File: config.mk
export PLATFORM = sky130hd
export DESIGN_NAME = fsp_flash_sector_protection
export DESIGN_NICKNAME = d
export VERILOG_FILES = /design/src/include/fsp_pkg.sv /design/src/fsp_flash_sector_protection.sv
export SDC_FILE = /design/constraint.sdc
export NUM_CORES = 1
export LEC_CHECK = 0
export BUFFER_PORTS_ARGS = -buffer_cell sky130_fd_sc_hd__buf_2
export CAP_MARGIN = 20
export CORE_ASPECT_RATIO = 0.7
export CORE_MARGIN = 3
export CORE_UTILIZATION = 45
export CTS_CLUSTER_DIAMETER = 200
export CTS_CLUSTER_SIZE = 30
export DETAILED_ROUTE_END_ITERATION = 10
export GPL_ROUTABILITY_DRIVEN = 0
export PLACE_DENSITY_LB_ADDON = 0.05
export SLEW_MARGIN = 10
export SYNTH_ARGS = -nofsm -noshare
export SYNTH_HDL_FRONTEND = slang
export SYNTH_SLANG_ARGS = --single-unit
File: constraint.sdc
create_clock -name core_clk_i -period 3.7 [get_ports core_clk_i]
set_input_delay 0.74 -clock core_clk_i [delete_from_list [all_inputs] [get_ports core_clk_i]]
set_output_delay 0.74 -clock core_clk_i [all_outputs]
set_load 0.1 [all_outputs]
File: src/include/fsp_pkg.sv
package fsp_pkg;

  // APB byte offsets
  localparam logic [7:0] FSP_OFF_CFG = 8'h04;
  localparam logic [7:0] FSP_OFF_STAT = 8'h10;
  localparam logic [7:0] FSP_OFF_CLR = 8'h14;
  localparam logic [7:0] FSP_OFF_IEN = 8'h18;

  // Field positions in sector_protection_config
  localparam int FSP_B_POPEN = 7;
  localparam int FSP_B_NV = 6;
  localparam int FSP_B_HDIS = 5;
  localparam int FSP_B_HS = 3;
  localparam int FSP_B_LDIS = 2;
  localparam int FSP_B_LS = 0;

  // Erased flash value, held until the reset load completes
  localparam logic [7:0] FSP_CFG_RST = 8'hff;

  // Nonvolatile location of the protection byte
  localparam logic [15:0] FSP_NVM_ADDR = 16'hff0d;

  // High range start per size code
  localparam logic [15:0] FSP_HI_BASE0 = 16'hf800;
  localparam logic [15:0] FSP_HI_BASE1 = 16'hf000;
  localparam logic [15:0] FSP_HI_BASE2 = 16'he000;
  localparam logic [15:0] FSP_HI_BASE3 = 16'hc000;

  // Low range start and end per size code
  localparam logic [15:0] FSP_LO_BASE = 16'h4000;
  localparam logic [15:0] FSP_LO_END0 = 16'h43ff;
  localparam logic [15:0] FSP_LO_END1 = 16'h47ff;
  localparam logic [15:0] FSP_LO_END2 = 16'h4fff;
  localparam logic [15:0] FSP_LO_END3 = 16'h5fff;

  // Allowed scenario moves, row = from, bit = to
  localparam logic [7:0][7:0] FSP_SCEN_OK = {
    8'hff, 8'h5a, 8'h3c, 8'h18, 8'h08, 8'h0c, 8'h0a, 8'h0f
  };

  // Status and enable bits
  localparam int FSP_EV_VIOL = 0;
  localparam int FSP_EV_MASS = 1;

  typedef enum logic {FSP_ST_LOAD, FSP_ST_RUN} fsp_state_type;

  typedef struct packed {
    fsp_state_type st;
    logic nvm_req;
    logic [15:0] nvm_addr;
    logic [7:0] cfg;
    logic [1:0] stat;
    logic [1:0] ien;
    logic irq;
    logic pready;
    logic pslverr;
    logic [31:0] prdata;
    logic cmd_done;
    logic cmd_refuse;
  } fsp_regs_type;

  localparam fsp_regs_type FSP_REGS_RST = '{
    st: FSP_ST_LOAD, nvm_addr: FSP_NVM_ADDR, cfg: FSP_CFG_RST, default: '0
  };

endpackage

File: src/fsp_flash_sector_protection.sv
// What this block does
// - Load protection byte from flash after reset
// - Config register readable in every mode
// - Polarity bit only clears, never sets
// - Low size writable only while low disabled
// - High size writable only while high disabled
// - Refuse protected program/erase, flag violation
// - Mass erase only with all three set
// - Polarity one protects enabled ranges only
// - Polarity zero protects all but enabled ranges
// - High size code picks range below top
// - Low size code picks range from 4000h
// - Disable bits at 5 and 2
// - Writes allowed in normal modes
// - Disallowed scenario moves are ignored whole
//
// The APB register port was left to the implementer.
`timescale 1ns/100ps
`default_nettype none

module fsp_flash_sector_protection (
  input wire logic core_clk_i, // Module bus clock
  input wire logic nrst_i, // Async reset, active low
  input wire logic psel_i, // APB select
  input wire logic penable_i, // APB enable
  input wire logic pwrite_i, // APB write
  input wire logic [7:0] paddr_i, // APB byte address
  input wire logic [31:0] pwdata_i, // APB write data
  output logic [31:0] prdata_o, // APB read data
  output logic pready_o, // APB ready
  output logic pslverr_o, // APB error, unmapped
  input wire logic mode_special_i, // Special operating mode
  output logic nvm_rd_req_o, // Protection byte fetch
  output logic [15:0] nvm_rd_addr_o, // Fetch address
  input wire logic nvm_rd_ack_i, // Fetch data valid
  input wire logic [7:0] nvm_rd_data_i, // Fetched byte
  input wire logic cmd_valid_i, // Program/erase request
  input wire logic cmd_mass_i, // Request is mass erase
  input wire logic [15:0] cmd_addr_i, // Target address
  output logic cmd_done_o, // Decision pulse
  output logic cmd_refuse_o, // Request refused
  output logic protect_violation_flag_o, // Sticky violation
  output logic irq_o // Interrupt level
);

  ////////////////////////////////////////////////////////////////////
  // Helper functions

  // Start of the high range for a size code
  function automatic logic [15:0] hi_base(input logic [1:0] size);
    logic [15:0] b;
    case (size)
      2'h0: b = fsp_pkg::FSP_HI_BASE0;
      2'h1: b = fsp_pkg::FSP_HI_BASE1;
      2'h2: b = fsp_pkg::FSP_HI_BASE2;
      default: b = fsp_pkg::FSP_HI_BASE3;
    endcase
    return b;
  endfunction

  // End of the low range for a size code
  function automatic logic [15:0] lo_end(input logic [1:0] size);
    logic [15:0] e;
    case (size)
      2'h0: e = fsp_pkg::FSP_LO_END0;
      2'h1: e = fsp_pkg::FSP_LO_END1;
      2'h2: e = fsp_pkg::FSP_LO_END2;
      default: e = fsp_pkg::FSP_LO_END3;
    endcase
    return e;
  endfunction

  // Protection decision for one address
  function automatic logic prot_hit(input logic [7:0] cfg,
                                    input logic [15:0] addr);
    logic in_hi;
    logic in_lo;
    logic sel;
    // Range extends to the top of the map
    in_hi = addr >= hi_base(cfg[fsp_pkg::FSP_B_HS +: 2]);
    in_lo = (addr >= fsp_pkg::FSP_LO_BASE) &&
            (addr <= lo_end(cfg[fsp_pkg::FSP_B_LS +: 2]));
    // A range counts only while its disable bit is zero
    sel = (!cfg[fsp_pkg::FSP_B_HDIS] && in_hi) ||
          (!cfg[fsp_pkg::FSP_B_LDIS] && in_lo);
    // Polarity swaps the meaning of the selected ranges
    if (cfg[fsp_pkg::FSP_B_POPEN]) begin
      return sel;
    end else begin
      return !sel;
    end
  endfunction

  // Scenario number from the polarity and disable bits
  function automatic logic [2:0] scen(input logic [7:0] cfg);
    return {cfg[fsp_pkg::FSP_B_POPEN], cfg[fsp_pkg::FSP_B_HDIS],
            cfg[fsp_pkg::FSP_B_LDIS]};
  endfunction

  // New config value after a software write
  function automatic logic [7:0] cfg_next(input logic [7:0] cur,
                                          input logic [7:0] wr);
    logic [7:0] c;
    c = cur;
    // Polarity may only fall
    c[fsp_pkg::FSP_B_POPEN] = cur[fsp_pkg::FSP_B_POPEN] &
                              wr[fsp_pkg::FSP_B_POPEN];
    // Spare bit is never taken from software
    c[fsp_pkg::FSP_B_HDIS] = wr[fsp_pkg::FSP_B_HDIS];
    c[fsp_pkg::FSP_B_LDIS] = wr[fsp_pkg::FSP_B_LDIS];
    // Size fields frozen once their range is enabled
    if (cur[fsp_pkg::FSP_B_HDIS]) begin
      c[fsp_pkg::FSP_B_HS +: 2] = wr[fsp_pkg::FSP_B_HS +: 2];
    end
    if (cur[fsp_pkg::FSP_B_LDIS]) begin
      c[fsp_pkg::FSP_B_LS +: 2] = wr[fsp_pkg::FSP_B_LS +: 2];
    end
    // Protection only grows; otherwise keep everything
    if (!fsp_pkg::FSP_SCEN_OK[scen(cur)][scen(c)]) begin
      c = cur;
    end
    return c;
  endfunction

  // Address decode for mapped registers
  function automatic logic mapped(input logic [7:0] a);
    return (a == fsp_pkg::FSP_OFF_CFG) || (a == fsp_pkg::FSP_OFF_STAT) ||
           (a == fsp_pkg::FSP_OFF_CLR) || (a == fsp_pkg::FSP_OFF_IEN);
  endfunction

  // Read value of a register, zero for write-only and unmapped
  function automatic logic [31:0] rd_word(input logic [7:0] a,
                                          input logic [7:0] cfg,
                                          input logic [1:0] stat,
                                          input logic [1:0] ien);
    logic [31:0] w;
    w = 32'h0;
    case (a)
      fsp_pkg::FSP_OFF_CFG: begin
        w = {24'h0, cfg};
      end
      fsp_pkg::FSP_OFF_STAT: begin
        w = {30'h0, stat};
      end
      fsp_pkg::FSP_OFF_IEN: begin
        w = {30'h0, ien};
      end
      default: begin
        w = 32'h0;
      end
    endcase
    return w;
  endfunction

  // Scenario code is {polarity, high disable, low disable}:
  //   7 nothing protected
  //   6 low range protected
  //   5 high range protected
  //   4 both ranges protected
  //   3 whole array protected
  //   2 all but the low range protected
  //   1 all but the high range protected
  //   0 all but both ranges protected
  // Allowed moves only ever add protected addresses.

  ////////////////////////////////////////////////////////////////////
  // State

  fsp_pkg::fsp_regs_type r_r;
  fsp_pkg::fsp_regs_type r_nxt;

  // Bus phase decode
  logic apb_setup;
  logic apb_wr;
  // Status clear mask and new events
  logic [1:0] clr;
  logic [1:0] evt;
  // Command decision terms
  logic hit;
  logic mass_ok;
  logic cmd_refuse_now;
  logic [1:0] cmd_evt;
  // Live config fields
  logic cfg_pol;
  logic cfg_hdis;
  logic cfg_ldis;
  logic load_done;
  logic cfg_wr_ok;
  logic open_all;

  // Transfer phases
  assign apb_setup = psel_i && !penable_i;
  assign apb_wr = psel_i && penable_i && r_r.pready && pwrite_i;

  ////////////////////////////////////////////////////////////////////
  // Field decode of the live config

  // Polarity and the two range switches
  assign cfg_pol = r_r.cfg[fsp_pkg::FSP_B_POPEN];
  assign cfg_hdis = r_r.cfg[fsp_pkg::FSP_B_HDIS];
  assign cfg_ldis = r_r.cfg[fsp_pkg::FSP_B_LDIS];

  // Protection byte has arrived from flash
  assign load_done = (r_r.st == fsp_pkg::FSP_ST_RUN);

  // Software may touch the config in normal modes once loaded
  assign cfg_wr_ok = !mode_special_i && load_done;

  // Mass erase needs every protection switch open
  assign open_all = cfg_pol && cfg_hdis && cfg_ldis;

  ////////////////////////////////////////////////////////////////////
  // Command decision

  // Range and mass erase checks; unknown protection counts as full
  always_comb begin
    hit = prot_hit(r_r.cfg, cmd_addr_i);
    mass_ok = open_all;
    cmd_refuse_now = 1'b0;
    cmd_evt = 2'h0;
    if (cmd_valid_i) begin
      if (!load_done) begin
        // Byte not loaded yet, refuse everything
        cmd_refuse_now = 1'b1;
        cmd_evt[fsp_pkg::FSP_EV_VIOL] = 1'b1;
      end else if (cmd_mass_i) begin
        // Mass erase refused unless every switch is open
        cmd_refuse_now = !mass_ok;
        cmd_evt[fsp_pkg::FSP_EV_VIOL] = !mass_ok;
        cmd_evt[fsp_pkg::FSP_EV_MASS] = !mass_ok;
      end else begin
        // Program or sector erase on a protected address
        cmd_refuse_now = hit;
        cmd_evt[fsp_pkg::FSP_EV_VIOL] = hit;
      end
    end
  end

  ////////////////////////////////////////////////////////////////////
  // Next state

  // Whole next state; pulses default low every cycle
  always_comb begin
    r_nxt = r_r;
    clr = 2'h0;
    evt = 2'h0;
    r_nxt.cmd_done = 1'b0;
    r_nxt.cmd_refuse = 1'b0;
    r_nxt.pready = 1'b0;
    r_nxt.pslverr = 1'b0;
    r_nxt.nvm_addr = fsp_pkg::FSP_NVM_ADDR;

    // Reset sequence: fetch the nonvolatile protection byte
    case (r_r.st)
      fsp_pkg::FSP_ST_LOAD: begin
        r_nxt.nvm_req = 1'b1;
        if (r_r.nvm_req && nvm_rd_ack_i) begin
          r_nxt.cfg = nvm_rd_data_i;
          r_nxt.nvm_req = 1'b0;
          r_nxt.st = fsp_pkg::FSP_ST_RUN;
        end
      end
      fsp_pkg::FSP_ST_RUN: begin
        // One fetch per reset only
        r_nxt.nvm_req = 1'b0;
      end
      default: begin
        // Unreachable, restart the fetch
        r_nxt.st = fsp_pkg::FSP_ST_LOAD;
      end
    endcase

    // Setup cycle: answer in the first access cycle
    if (apb_setup) begin
      r_nxt.pready = 1'b1;
      r_nxt.pslverr = !mapped(paddr_i);
      r_nxt.prdata = 32'h0;
      if (!pwrite_i) begin
        r_nxt.prdata = rd_word(paddr_i, r_r.cfg, r_r.stat, r_r.ien);
      end
    end

    // Access edge: writes take effect
    if (apb_wr) begin
      case (paddr_i)
        fsp_pkg::FSP_OFF_CFG: begin
          // Normal modes only, and not before the load
          if (cfg_wr_ok) begin
            r_nxt.cfg = cfg_next(r_r.cfg, pwdata_i[7:0]);
          end
        end
        fsp_pkg::FSP_OFF_CLR: clr = pwdata_i[1:0];
        fsp_pkg::FSP_OFF_IEN: r_nxt.ien = pwdata_i[1:0];
        default: clr = 2'h0;
      endcase
    end

    // Command answer one cycle after the request
    if (cmd_valid_i) begin
      r_nxt.cmd_done = 1'b1;
      r_nxt.cmd_refuse = cmd_refuse_now;
      evt = cmd_evt;
    end

    // Sticky status, a new event wins over a clear
    r_nxt.stat = (r_r.stat & ~clr) | evt;
    r_nxt.irq = |(r_nxt.stat & r_nxt.ien);
  end

  ////////////////////////////////////////////////////////////////////
  // Registers

  // Whole state in one register, config reset to erased flash
  always_ff @(posedge core_clk_i or negedge nrst_i) begin
    if (!nrst_i) begin
      r_r <= fsp_pkg::FSP_REGS_RST;
    end else begin
      r_r <= r_nxt;
    end
  end

  ////////////////////////////////////////////////////////////////////
  // Outputs

  // Bus answer
  assign prdata_o = r_r.prdata;
  assign pready_o = r_r.pready;
  assign pslverr_o = r_r.pslverr;

  // Protection byte fetch
  assign nvm_rd_req_o = r_r.nvm_req;
  assign nvm_rd_addr_o = r_r.nvm_addr;

  // Command answer
  assign cmd_done_o = r_r.cmd_done;
  assign cmd_refuse_o = r_r.cmd_refuse;

  // Sticky flag and interrupt level
  assign protect_violation_flag_o = r_r.stat[fsp_pkg::FSP_EV_VIOL];
  assign irq_o = r_r.irq;

endmodule

`default_nettype wire

==> flow_metrics.py, run 1 <==
metrics = {
    "flow_run": {
        "cap_violations": 0,
    },
    "timing": {
        "fin_crit_ns": 2.610,
        "tightest_slew_ns": 0.6181,
        "finalHoldWorstSlack_ns": 0.4626,
        "slew_violations": 0,
        "finalSetupViolations": 0,
        "finalCritPeriodShare_pct": 70.55,
        "fin_skew_ns": 0.004366,
        "tns_ns": 0,
        "rsz0062_at_grt": "no",
        "fmax_mhz": 383.1,
        "maxSlewHeadroom_pct": 58.79,
        "finalHoldViolations": 0,
    },
    "cells_and_area": {
        "drive_gt1_share_pct": 30.74,
        "fin_area_mm2": 0.002233,
        "stdcell_count": 335,
        "diodes": 0,
        "finish.utilization_pct": 53.99,
        "finalNetCount": 365,
        "syn_to_final_growth_pct": 8.974,
    },
    "yosys": {
        "synth_seq_cells": 27,
        "synth_edf_count": 0,
        "ys_seq_area_share_pct": 33.46,
        "synth_top_cell_by_area": "dfrtp_1",
        "synth_cell_types": 51,
        "avgSynthCellArea_um2": 8.834,
        "synth_area_mm2": 0.002049,
        "ys_top_cells_by_area": "dfrtp_1, buf_4, dfstp_2",
        "synth_top_area_share_pct": 23.20,
        "ys.flop_type": "dfrtp_1",
        "synth_cells": 232,
        "synth-async-reset-ratio_pct": 100.0,
        "yosysWarnings": 0,
    },
    "run_status": {
        "status": "completed",
    },
    "placement": {
        "place_hpwl_mm": 3.540,
        "placed_area_mm2": 0.002187,
        "numPortBuffers": 62,
        "dp_cells": 331,
    },
    "clocking": {
        "cts_resized": 0,
        "cts.reportedPaths.clkPinSlew_ns": 0.10,
        "clock_path_buffers": 2,
        "holdBufCountCts": 0,
        "cts_made_buffers": 3,
        "ctsRootBufferMaster": "clkbuf_8",
        "h-tree-depth": 1,
        "post_cts_buffers": 0,
        "clk_latency_ns": 0.27,
        "cts_tree": "yes",
        "cts_num_sinks": 27,
    },
    "global_routing": {
        "antenna_found_initial": 0,
        "grt_pass1_wl_mm": 7.017,
        "first_global_vias": 1490,
        "grt_max_degree": 28,
        "track_usage_pct": 16.06,
        "overflow": 0,
    },
    "drt": {
        "drtIter0Drc": 50,
        "finalWirelength_mm": 4.401,
        "drc": 0,
        "ant_nets": 0,
        "vias_per_cell": 4.860,
        "firstDrtPassIters": 4,
        "wire_per_inst_um": 13.14,
        "num_vias": 1628,
    },
    "die": {
        "core_area_mm2": 0.004136,
        "pin_count": 128,
        "rows": 19,
        "initial_core_util_pct": 49.55,
        "dieArea_mm2": 0.005413,
        "die_x_um": 86.66,
        "die_h_um": 62.47,
    },
    "worst_setup_path": {
        "crit_type": "primary input to flop",
        "critPathArrivalTime_ns": 2.81,
        "required_ns": 3.90,
        "cp-end-kind": "flop",
        "cp-start-kind": "primary input",
        "crit_fanout": 11,
    },
    "power": {
        "total_leakage_power_uw": 0.001162,
        "peakVddDrop_mv": 0.2339,
        "power_density_mw_per_mm2": 458.5,
    },
    "worst_hold_path": {
        "hold_path_class": "primary input to async pin",
    },
}
## metal layers
metal,vias to the layer above,track usage (%),share of wire (%)
met5,-,0,0
met3,2,3.689,7.3
met1,744,24.02,50
met2,52,23.95,42
li1,830,-,-
met4,0,2.335,0.34
## flip-flops by register name, summed over array words and instances, names as in the netlist
register	count
cfg_hdis	1
cmd_refuse_o	1
cfg_ldis	1
irq_o	1
nvm_rd_req_o	1
cfg_pol	1
load_done	1
pslverr_o	1
r_r	8
cmd_done_o	1
pready_o	1
prdata_o	8
protect_violation_flag_o	1
## cell usage in the layout (no fill, tap or decap), types with 2 or more instances in the layout
cell	Yosys	routed
a21o_1	4	4
a21oi_1	11	11
a22oi_1	2	2
a2bb2oi_1	2	2
and3_1	2	2
and3b_1	3	3
buf_2	1	62
clkbuf_8	0	3
conb_1	2	40
dfrtp_1	19	19
dfstp_2	8	8
ha_1	8	8
inv_1	11	11
mux2_2	6	6
mux2i_1	2	2
nand2_1	27	27
nand2b_1	4	4
nand3_1	2	2
nand4_1	2	2
nand4b_1	3	3
nor2_1	10	10
nor3_1	2	2
nor3_2	2	2
nor4_1	2	2
o21ai_0	8	8
o21ai_1	5	5
o22ai_1	7	7
o31a_1	2	2
## stage by stage
step	total power, µW	worst slack [ns]
after detailed placement	857.6	0.8317
final	1024	1.090
after global placement	855.8	0.8100
after CTS	1031	1.112
after floorplan	796.5	1.087
after global routing	1084	0.9365
## worst max-delay path: stages
cell and delay (ns):
buf_2 0.10, or4_4 0.55, nor3_2 0.17, and4b_1 0.22, buf_4 0.16, nand3_1 0.30, a21boi_1 0.25, o2bb2a_1 0.31
## where the power goes
group	switching (µW)	internal, µW
logic	318	119
clock network	94.1	75.5
registers	62.0	356
total	474	550
## area by class of cell
type | instances | area (µm²)
clock buffers | 3 | 41.29
clock inverters | 1 | 5.005
fillers | 415 | 1903
inverters | 11 | 41.29
multi-input cells | 178 | 1077
flip-flops and latches | 27 | 685.7
well taps | 52 | 65.06
repair buffers | 63 | 317.8
## cell families after synthesis
family	synth area share [%]
other cells	0.3664
simple gates	19.23
buf+inv	20.94
mux	5.006
compound gates	16.12
fa+ha+maj	4.884
flops	33.46
## synthesized netlist by cell type (3+ instances only)
master,number
nand2b_1,4
dfrtp_1,19
and3b_1,3
mux2_2,6
dfstp_2,8
o21ai_0,8
buf_4,49
o21ai_1,5
inv_1,11
a21oi_1,11
a21o_1,4
ha_1,8
clkbuf_1,4
o22ai_1,7
nor2_1,10
nand4b_1,3
nand2_1,27
## final timing paths
kind / from / endpoint / slack, ns / cells past startpoint
min in group core_clk_i: prdata_o[4] / prdata_o[4] / 0.49 / 2
max in group asynchronous: nrst_i / prdata_o[2] / 2.84 / 1
worst min register to register: prdata_o[4] / prdata_o[4] / 0.49 / 2
worst min-delay path: nrst_i / cmd_refuse_o / 0.46 / 1
worst max-delay path: paddr_i[0] / cfg_hdis / 1.09 / 8
worst max register to register: r_r[45] / irq_o / 1.12 / 8
(Power assumes the default switching activity.)
==> inputs of run 2 (changes only) <==
--- a/config.mk
+++ b/config.mk
@@ -9,7 +9,7 @@
 export CAP_MARGIN = 20
 export CORE_ASPECT_RATIO = 0.7
 export CORE_MARGIN = 3
-export CORE_UTILIZATION = 45
+export CORE_UTILIZATION = 43
 export CTS_CLUSTER_DIAMETER = 200
 export CTS_CLUSTER_SIZE = 30
 export DETAILED_ROUTE_END_ITERATION = 10
==> constraint.sdc (replaced) <==
create_clock -name core_clk_i -period 2.6 [get_ports core_clk_i]
set_input_delay 0.52 -clock core_clk_i [delete_from_list [all_inputs] [get_ports core_clk_i]]
set_output_delay 0.52 -clock core_clk_i [all_outputs]
set_load 0.1 [all_outputs]
==> run 2 against run 1 <==
Net effect: design area up 2.3%; sequential power up 38%; sequential cell count unchanged; register-to-register slack worse by 1.0 ns; clock power up 36%; sequential share of layout area down 0.69 points; worst setup slack worse by 0.98 ns; die area up 4.3%; hold slack worse by 0.21 ns; highest routed layer is now met3.
==> flow_metrics.py, run 2 (synthesized netlist as in run 1, its figures left out) <==
metrics = {
    "worst_setup_path": {
        "cp-start-kind": "flop",
        "crit_type": "flop to flop",
        "crit_fanout": 3,
        "cp-end-kind": "flop",
        "critPathArrivalTime_ns": 2.65,
        "required_ns": 2.75,
    },
    "timing": {
        "tns_ns": 0,
        "maxSlewHeadroom_pct": 59.71,
        "tightest_slew_ns": 0.6043,
        "finalSetupViolations": 0,
        "fin_crit_ns": 2.494,
        "rsz0062_at_grt": "no",
        "slew_violations": 0,
        "fin_skew_ns": 0.001980,
        "finalCritPeriodShare_pct": 95.92,
        "fin_ws_ns": 0.1060,
        "finalHoldViolations": 0,
        "fmax_mhz": 401.0,
    },
    "placement": {
        "place_hpwl_mm": 3.615,
        "numPortBuffers": 62,
        "post-place-ws_ns": -0.04703,
    },
    "power": {
        "peakVddDrop_mv": 0.3534,
        "total_leakage_power_uw": 0.001186,
        "power_density_mw_per_mm2": 643.8,
    },
    "drt": {
        "vias_per_cell": 4.819,
        "num_vias": 1648,
        "firstDrtPassIters": 4,
        "drtIter0Drc": 47,
        "wire_per_inst_um": 12.81,
        "drc": 0,
        "finalWirelength_mm": 4.382,
        "ant_nets": 0,
    },
    "clocking": {
        "cts_made_buffers": 3,
        "ctsRootBufferMaster": "clkbuf_8",
        "h-tree-depth": 1,
        "holdBufCountCts": 0,
        "cts_tree": "yes",
        "clk_latency_ns": 0.26,
        "clock_path_buffers": 2,
        "cts.reportedPaths.clkPinSlew_ns": 0.09,
        "cts_num_sinks": 27,
    },
    "global_routing": {
        "overflow": 0,
        "first_global_vias": 1524,
        "grt_pass1_wl_mm": 6.969,
        "track_usage_pct": 15.49,
        "grt_max_degree": 28,
        "antenna_found_initial": 0,
    },
    "die": {
        "core_area_mm2": 0.004454,
        "dieArea_mm2": 0.005644,
        "die_h_um": 63.76,
        "rows": 20,
        "pin_count": 128,
        "initial_core_util_pct": 46.01,
        "die_x_um": 88.52,
    },
    "worst_hold_path": {
        "hold_path_class": "primary input to async pin",
    },
    "cells_and_area": {
        "finalNetCount": 369,
        "syn_to_final_growth_pct": 11.48,
        "final_common_cell": "buf_2",
        "diodes": 0,
        "fillCellCount": 452,
        "drive_gt1_share_pct": 32.06,
        "finish.utilization_pct": 51.29,
        "layout_common_cells": "buf_2, conb_1, nand2_1, dfrtp_1",
        "seq_area_um2": 685.7,
        "multi_input_area_mm2": 0.001096,
    },
    "run_status": {
        "status": "completed",
    },
    "flow_run": {
        "cap_violations": 0,
    },
}
## run 2: per-layer routing
layer | track usage [%] | share of wire (%) | vias up | routed length [µm]
met4 | 1.698 | 0 | 0 | 0
li1 | - | - | 847 | -
met1 | 23.43 | 48 | 734 | 2122
met2 | 23.04 | 43 | 67 | 1874
met5 | 0 | 0 | - | 0
met3 | 3.737 | 8.8 | 0 | 384
## run 2: final cells by class
type,count,share of cell area [%]
Tap cell,55,3.012
Multi-Input combinational cell,178,47.97
Inverter,11,1.807
Clock buffer,4,1.972
Timing Repair Buffer,67,15.22
Sequential cell,27,30.01
## run 2: critical path, stage by stage (launching register included)
cell and delay, ns:
dfstp_2 0.38, and2_1 0.15, ha_1 0.31, or4b_4 0.48, nor4_4 0.15, a221oi_2 0.09
o31a_1 0.30, and3_1 0.18, a2111o_1 0.33
## run 2: repair_timing
item,in CTS,in global routing
resized for setup,0,3
endpoints found under the hold margin,0,0
setup buffers,0,0
setup endpoints to repair,0,3
## run 2: path summary, 6_finish.rpt
path                             start                  endpoint  slack [ns]  cells past startpoint
setup / recovery               r_r[44]  protect_violation_flag_o        0.11                      8
hold / removal                  nrst_i                     irq_o        0.25                      1
setup reg to reg               r_r[44]  protect_violation_flag_o        0.11                      8
hold reg to reg            prdata_o[3]               prdata_o[3]        0.48                      2
max in group asynchronous       nrst_i               prdata_o[3]        1.95                      1
min in group core_clk_i    cmd_valid_i                cmd_done_o        0.43                      1
## run 2: through the flow
stage / power, µW / instance area, µm² / hold WS, ns / instances
CTS: 1477 / 2266 / 0.2728 / 342
global route: 1577 / 2285 / 0.2957 / 342
floorplan: 1133 / 2192 / 0.2244 / 270
finish: 1471 / 2285 / 0.2510 / 342
detailed placement: 1235 / 2221 / 0.4669 / 338
global placement: 1238 / 2221 / 0.4646 / 338
## run 2: power breakdown
part / internal (µW) / switching [µW] / total, µW / leakage [µW]
registers: 505 / 72.5 / 578 / 0.000328
logic: 188 / 472 / 661 / 0.000835
clock network: 110 / 123 / 232 / 0.0000228
total: 803 / 668 / 1470 / 0.00119
==> inputs of run 3 (changes only) <==
--- a/config.mk
+++ b/config.mk
@@ -9,7 +9,7 @@
 export CAP_MARGIN = 20
 export CORE_ASPECT_RATIO = 0.7
 export CORE_MARGIN = 3
-export CORE_UTILIZATION = 43
+export CORE_UTILIZATION = 40
 export CTS_CLUSTER_DIAMETER = 200
 export CTS_CLUSTER_SIZE = 30
 export DETAILED_ROUTE_END_ITERATION = 10
==> run 3 against run 2 <==
Net effect: critical endpoint is now irq_o; hold slack worse by 0.0090 ns; largest cell class unchanged; register-to-register slack barely moved; sequential power up 0.7%; highest routed layer is now met4.
==> flow_metrics.py, run 3 (synthesized netlist as in run 1, its figures left out) <==
metrics = {
    "run_status": {
        "status": "completed",
    },
    "placement": {
        "place_hpwl_mm": 3.663,
        "numPortBuffers": 62,
        "placed_area_mm2": 0.002246,
    },
    "clocking": {
        "cts_made_buffers": 3,
        "cts_num_sinks": 27,
        "holdBufCountCts": 0,
        "cts_tree": "yes",
        "clk_latency_ns": 0.27,
        "cts.reportedPaths.clkPinSlew_ns": 0.10,
        "clock_path_buffers": 2,
        "h-tree-depth": 1,
        "post_cts_buffers": 0,
        "ctsRootBufferMaster": "clkbuf_8",
    },
    "worst_setup_path": {
        "worstPathCellList": "and2_4 -> ha_4 -> or4b_1 -> nor4_2 -> a221oi_2 -> o31a_1 -> mux2_4 -> o221a_1",
        "cp-end-kind": "flop",
        "crit_type": "flop to flop",
        "cp_top_family": "simple AND/OR/NAND/NOR gates",
        "cpPeakStageDelay_ns": 0.55,
        "crit_fanout": 3,
        "cp-start-kind": "flop",
        "critPathArrivalTime_ns": 2.68,
        "required_ns": 2.77,
        "critPathBufInv": 0,
        "worst_path_max_delay_cell": "dfstp_2",
    },
    "worst_hold_path": {
        "hold_path_class": "primary input to async pin",
    },
    "cells_and_area": {
        "final_common_cell": "buf_2",
        "multi_input_area_mm2": 0.001099,
        "finish.utilization_pct": 47.64,
        "drive_gt1_share_pct": 32.99,
        "diodes": 0,
        "finalNetCount": 370,
        "seq_area_um2": 685.7,
        "fin_area_mm2": 0.002316,
        "fillCellCount": 474,
        "layout_common_cells": "buf_2, conb_1, nand2_1, dfrtp_1",
        "syn_to_final_growth_pct": 13.00,
    },
    "power": {
        "power_density_mw_per_mm2": 642.9,
        "total_leakage_power_uw": 0.001186,
        "peakVddDrop_mv": 0.3047,
    },
    "flow_run": {
        "cap_violations": 0,
    },
    "die": {
        "die_x_um": 91.56,
        "pin_count": 128,
        "core_area_mm2": 0.004861,
        "initial_core_util_pct": 42.16,
        "rows": 21,
        "dieArea_mm2": 0.006033,
        "die_h_um": 65.89,
    },
    "global_routing": {
        "grt_pass1_wl_mm": 6.989,
        "grt_max_degree": 28,
        "first_global_vias": 1444,
        "antenna_found_initial": 0,
        "track_usage_pct": 14.43,
        "overflow": 0,
    },
    "timing": {
        "maxSlewHeadroom_pct": 59.13,
        "tightest_slew_ns": 0.6130,
        "finalCritPeriodShare_pct": 96.43,
        "fin_skew_ns": 0.008186,
        "fin_crit_ns": 2.507,
        "finalSetupViolations": 0,
        "finalHoldViolations": 0,
        "fmax_mhz": 398.9,
        "slew_violations": 0,
    },
    "drt": {
        "finalWirelength_mm": 4.460,
        "drtIter0Drc": 88,
        "firstDrtPassIters": 4,
        "vias_per_cell": 4.653,
        "num_vias": 1661,
        "ant_nets": 0,
        "wire_per_inst_um": 12.49,
        "drc": 0,
    },
}
[run 3: routing by layer]
metal	vias to the layer above	global-route usage, %	part of all wire [%]
met1	760	20.96	48
met4	0	1.692	0.27
li1	839	-	-
met5	-	0	0
met2	60	21.93	43
met3	2	3.982	9.1
[run 3: stage by stage]
stage          cells  hold WS (ns)  total power [µW]  setup TNS [ns]  setup slack [ns]
2_1_floorplan    270        0.2244              1133               0            0.2071
3_3_place_gp     353        0.4668              1238         -0.1584          -0.06642
3_5_place_dp     353        0.4690              1239        -0.05757          -0.03272
4_1_cts          357        0.2634              1490               0           0.05923
5_1_grt          357        0.2800              1588        -0.01401         -0.007529
6_report         357        0.2419              1489               0           0.09285
[run 3: repair_timing]
action                                  4_1_cts  5_1_grt
hold endpoints to repair                      0        0
endpoints found under the setup margin        0        3
resized for setup                             0        3
[run 3: cell type report]
class,count,area share (%)
Multi-Input combinational cell,178,47.43
Clock buffer,3,1.783
Inverter,11,1.783
Clock inverter,1,0.3241
Tap cell,69,3.728
Sequential cell,27,29.61
Timing Repair Buffer,68,15.34
[run 3: worst paths after layout]
check,from,to,slack (ns),cells after the start
worst max-delay path,r_r[45],irq_o,0.09,8
worst min-delay path,nrst_i,irq_o,0.24,1
worst max register to register,r_r[45],irq_o,0.09,8
worst min register to register,prdata_o[5],prdata_o[5],0.48,2
max in group asynchronous,nrst_i,prdata_o[5],1.95,1
min in group core_clk_i,cmd_valid_i,cmd_done_o,0.42,1
[run 3: power breakdown]
part | switching, µW | leakage (µW) | internal (µW) | total (µW)
Clock | 134 | 0.0000217 | 109 | 243
Combinational | 470 | 0.000837 | 194 | 664
Sequential | 76.8 | 0.000328 | 505 | 582
Total | 681 | 0.00119 | 808 | 1490
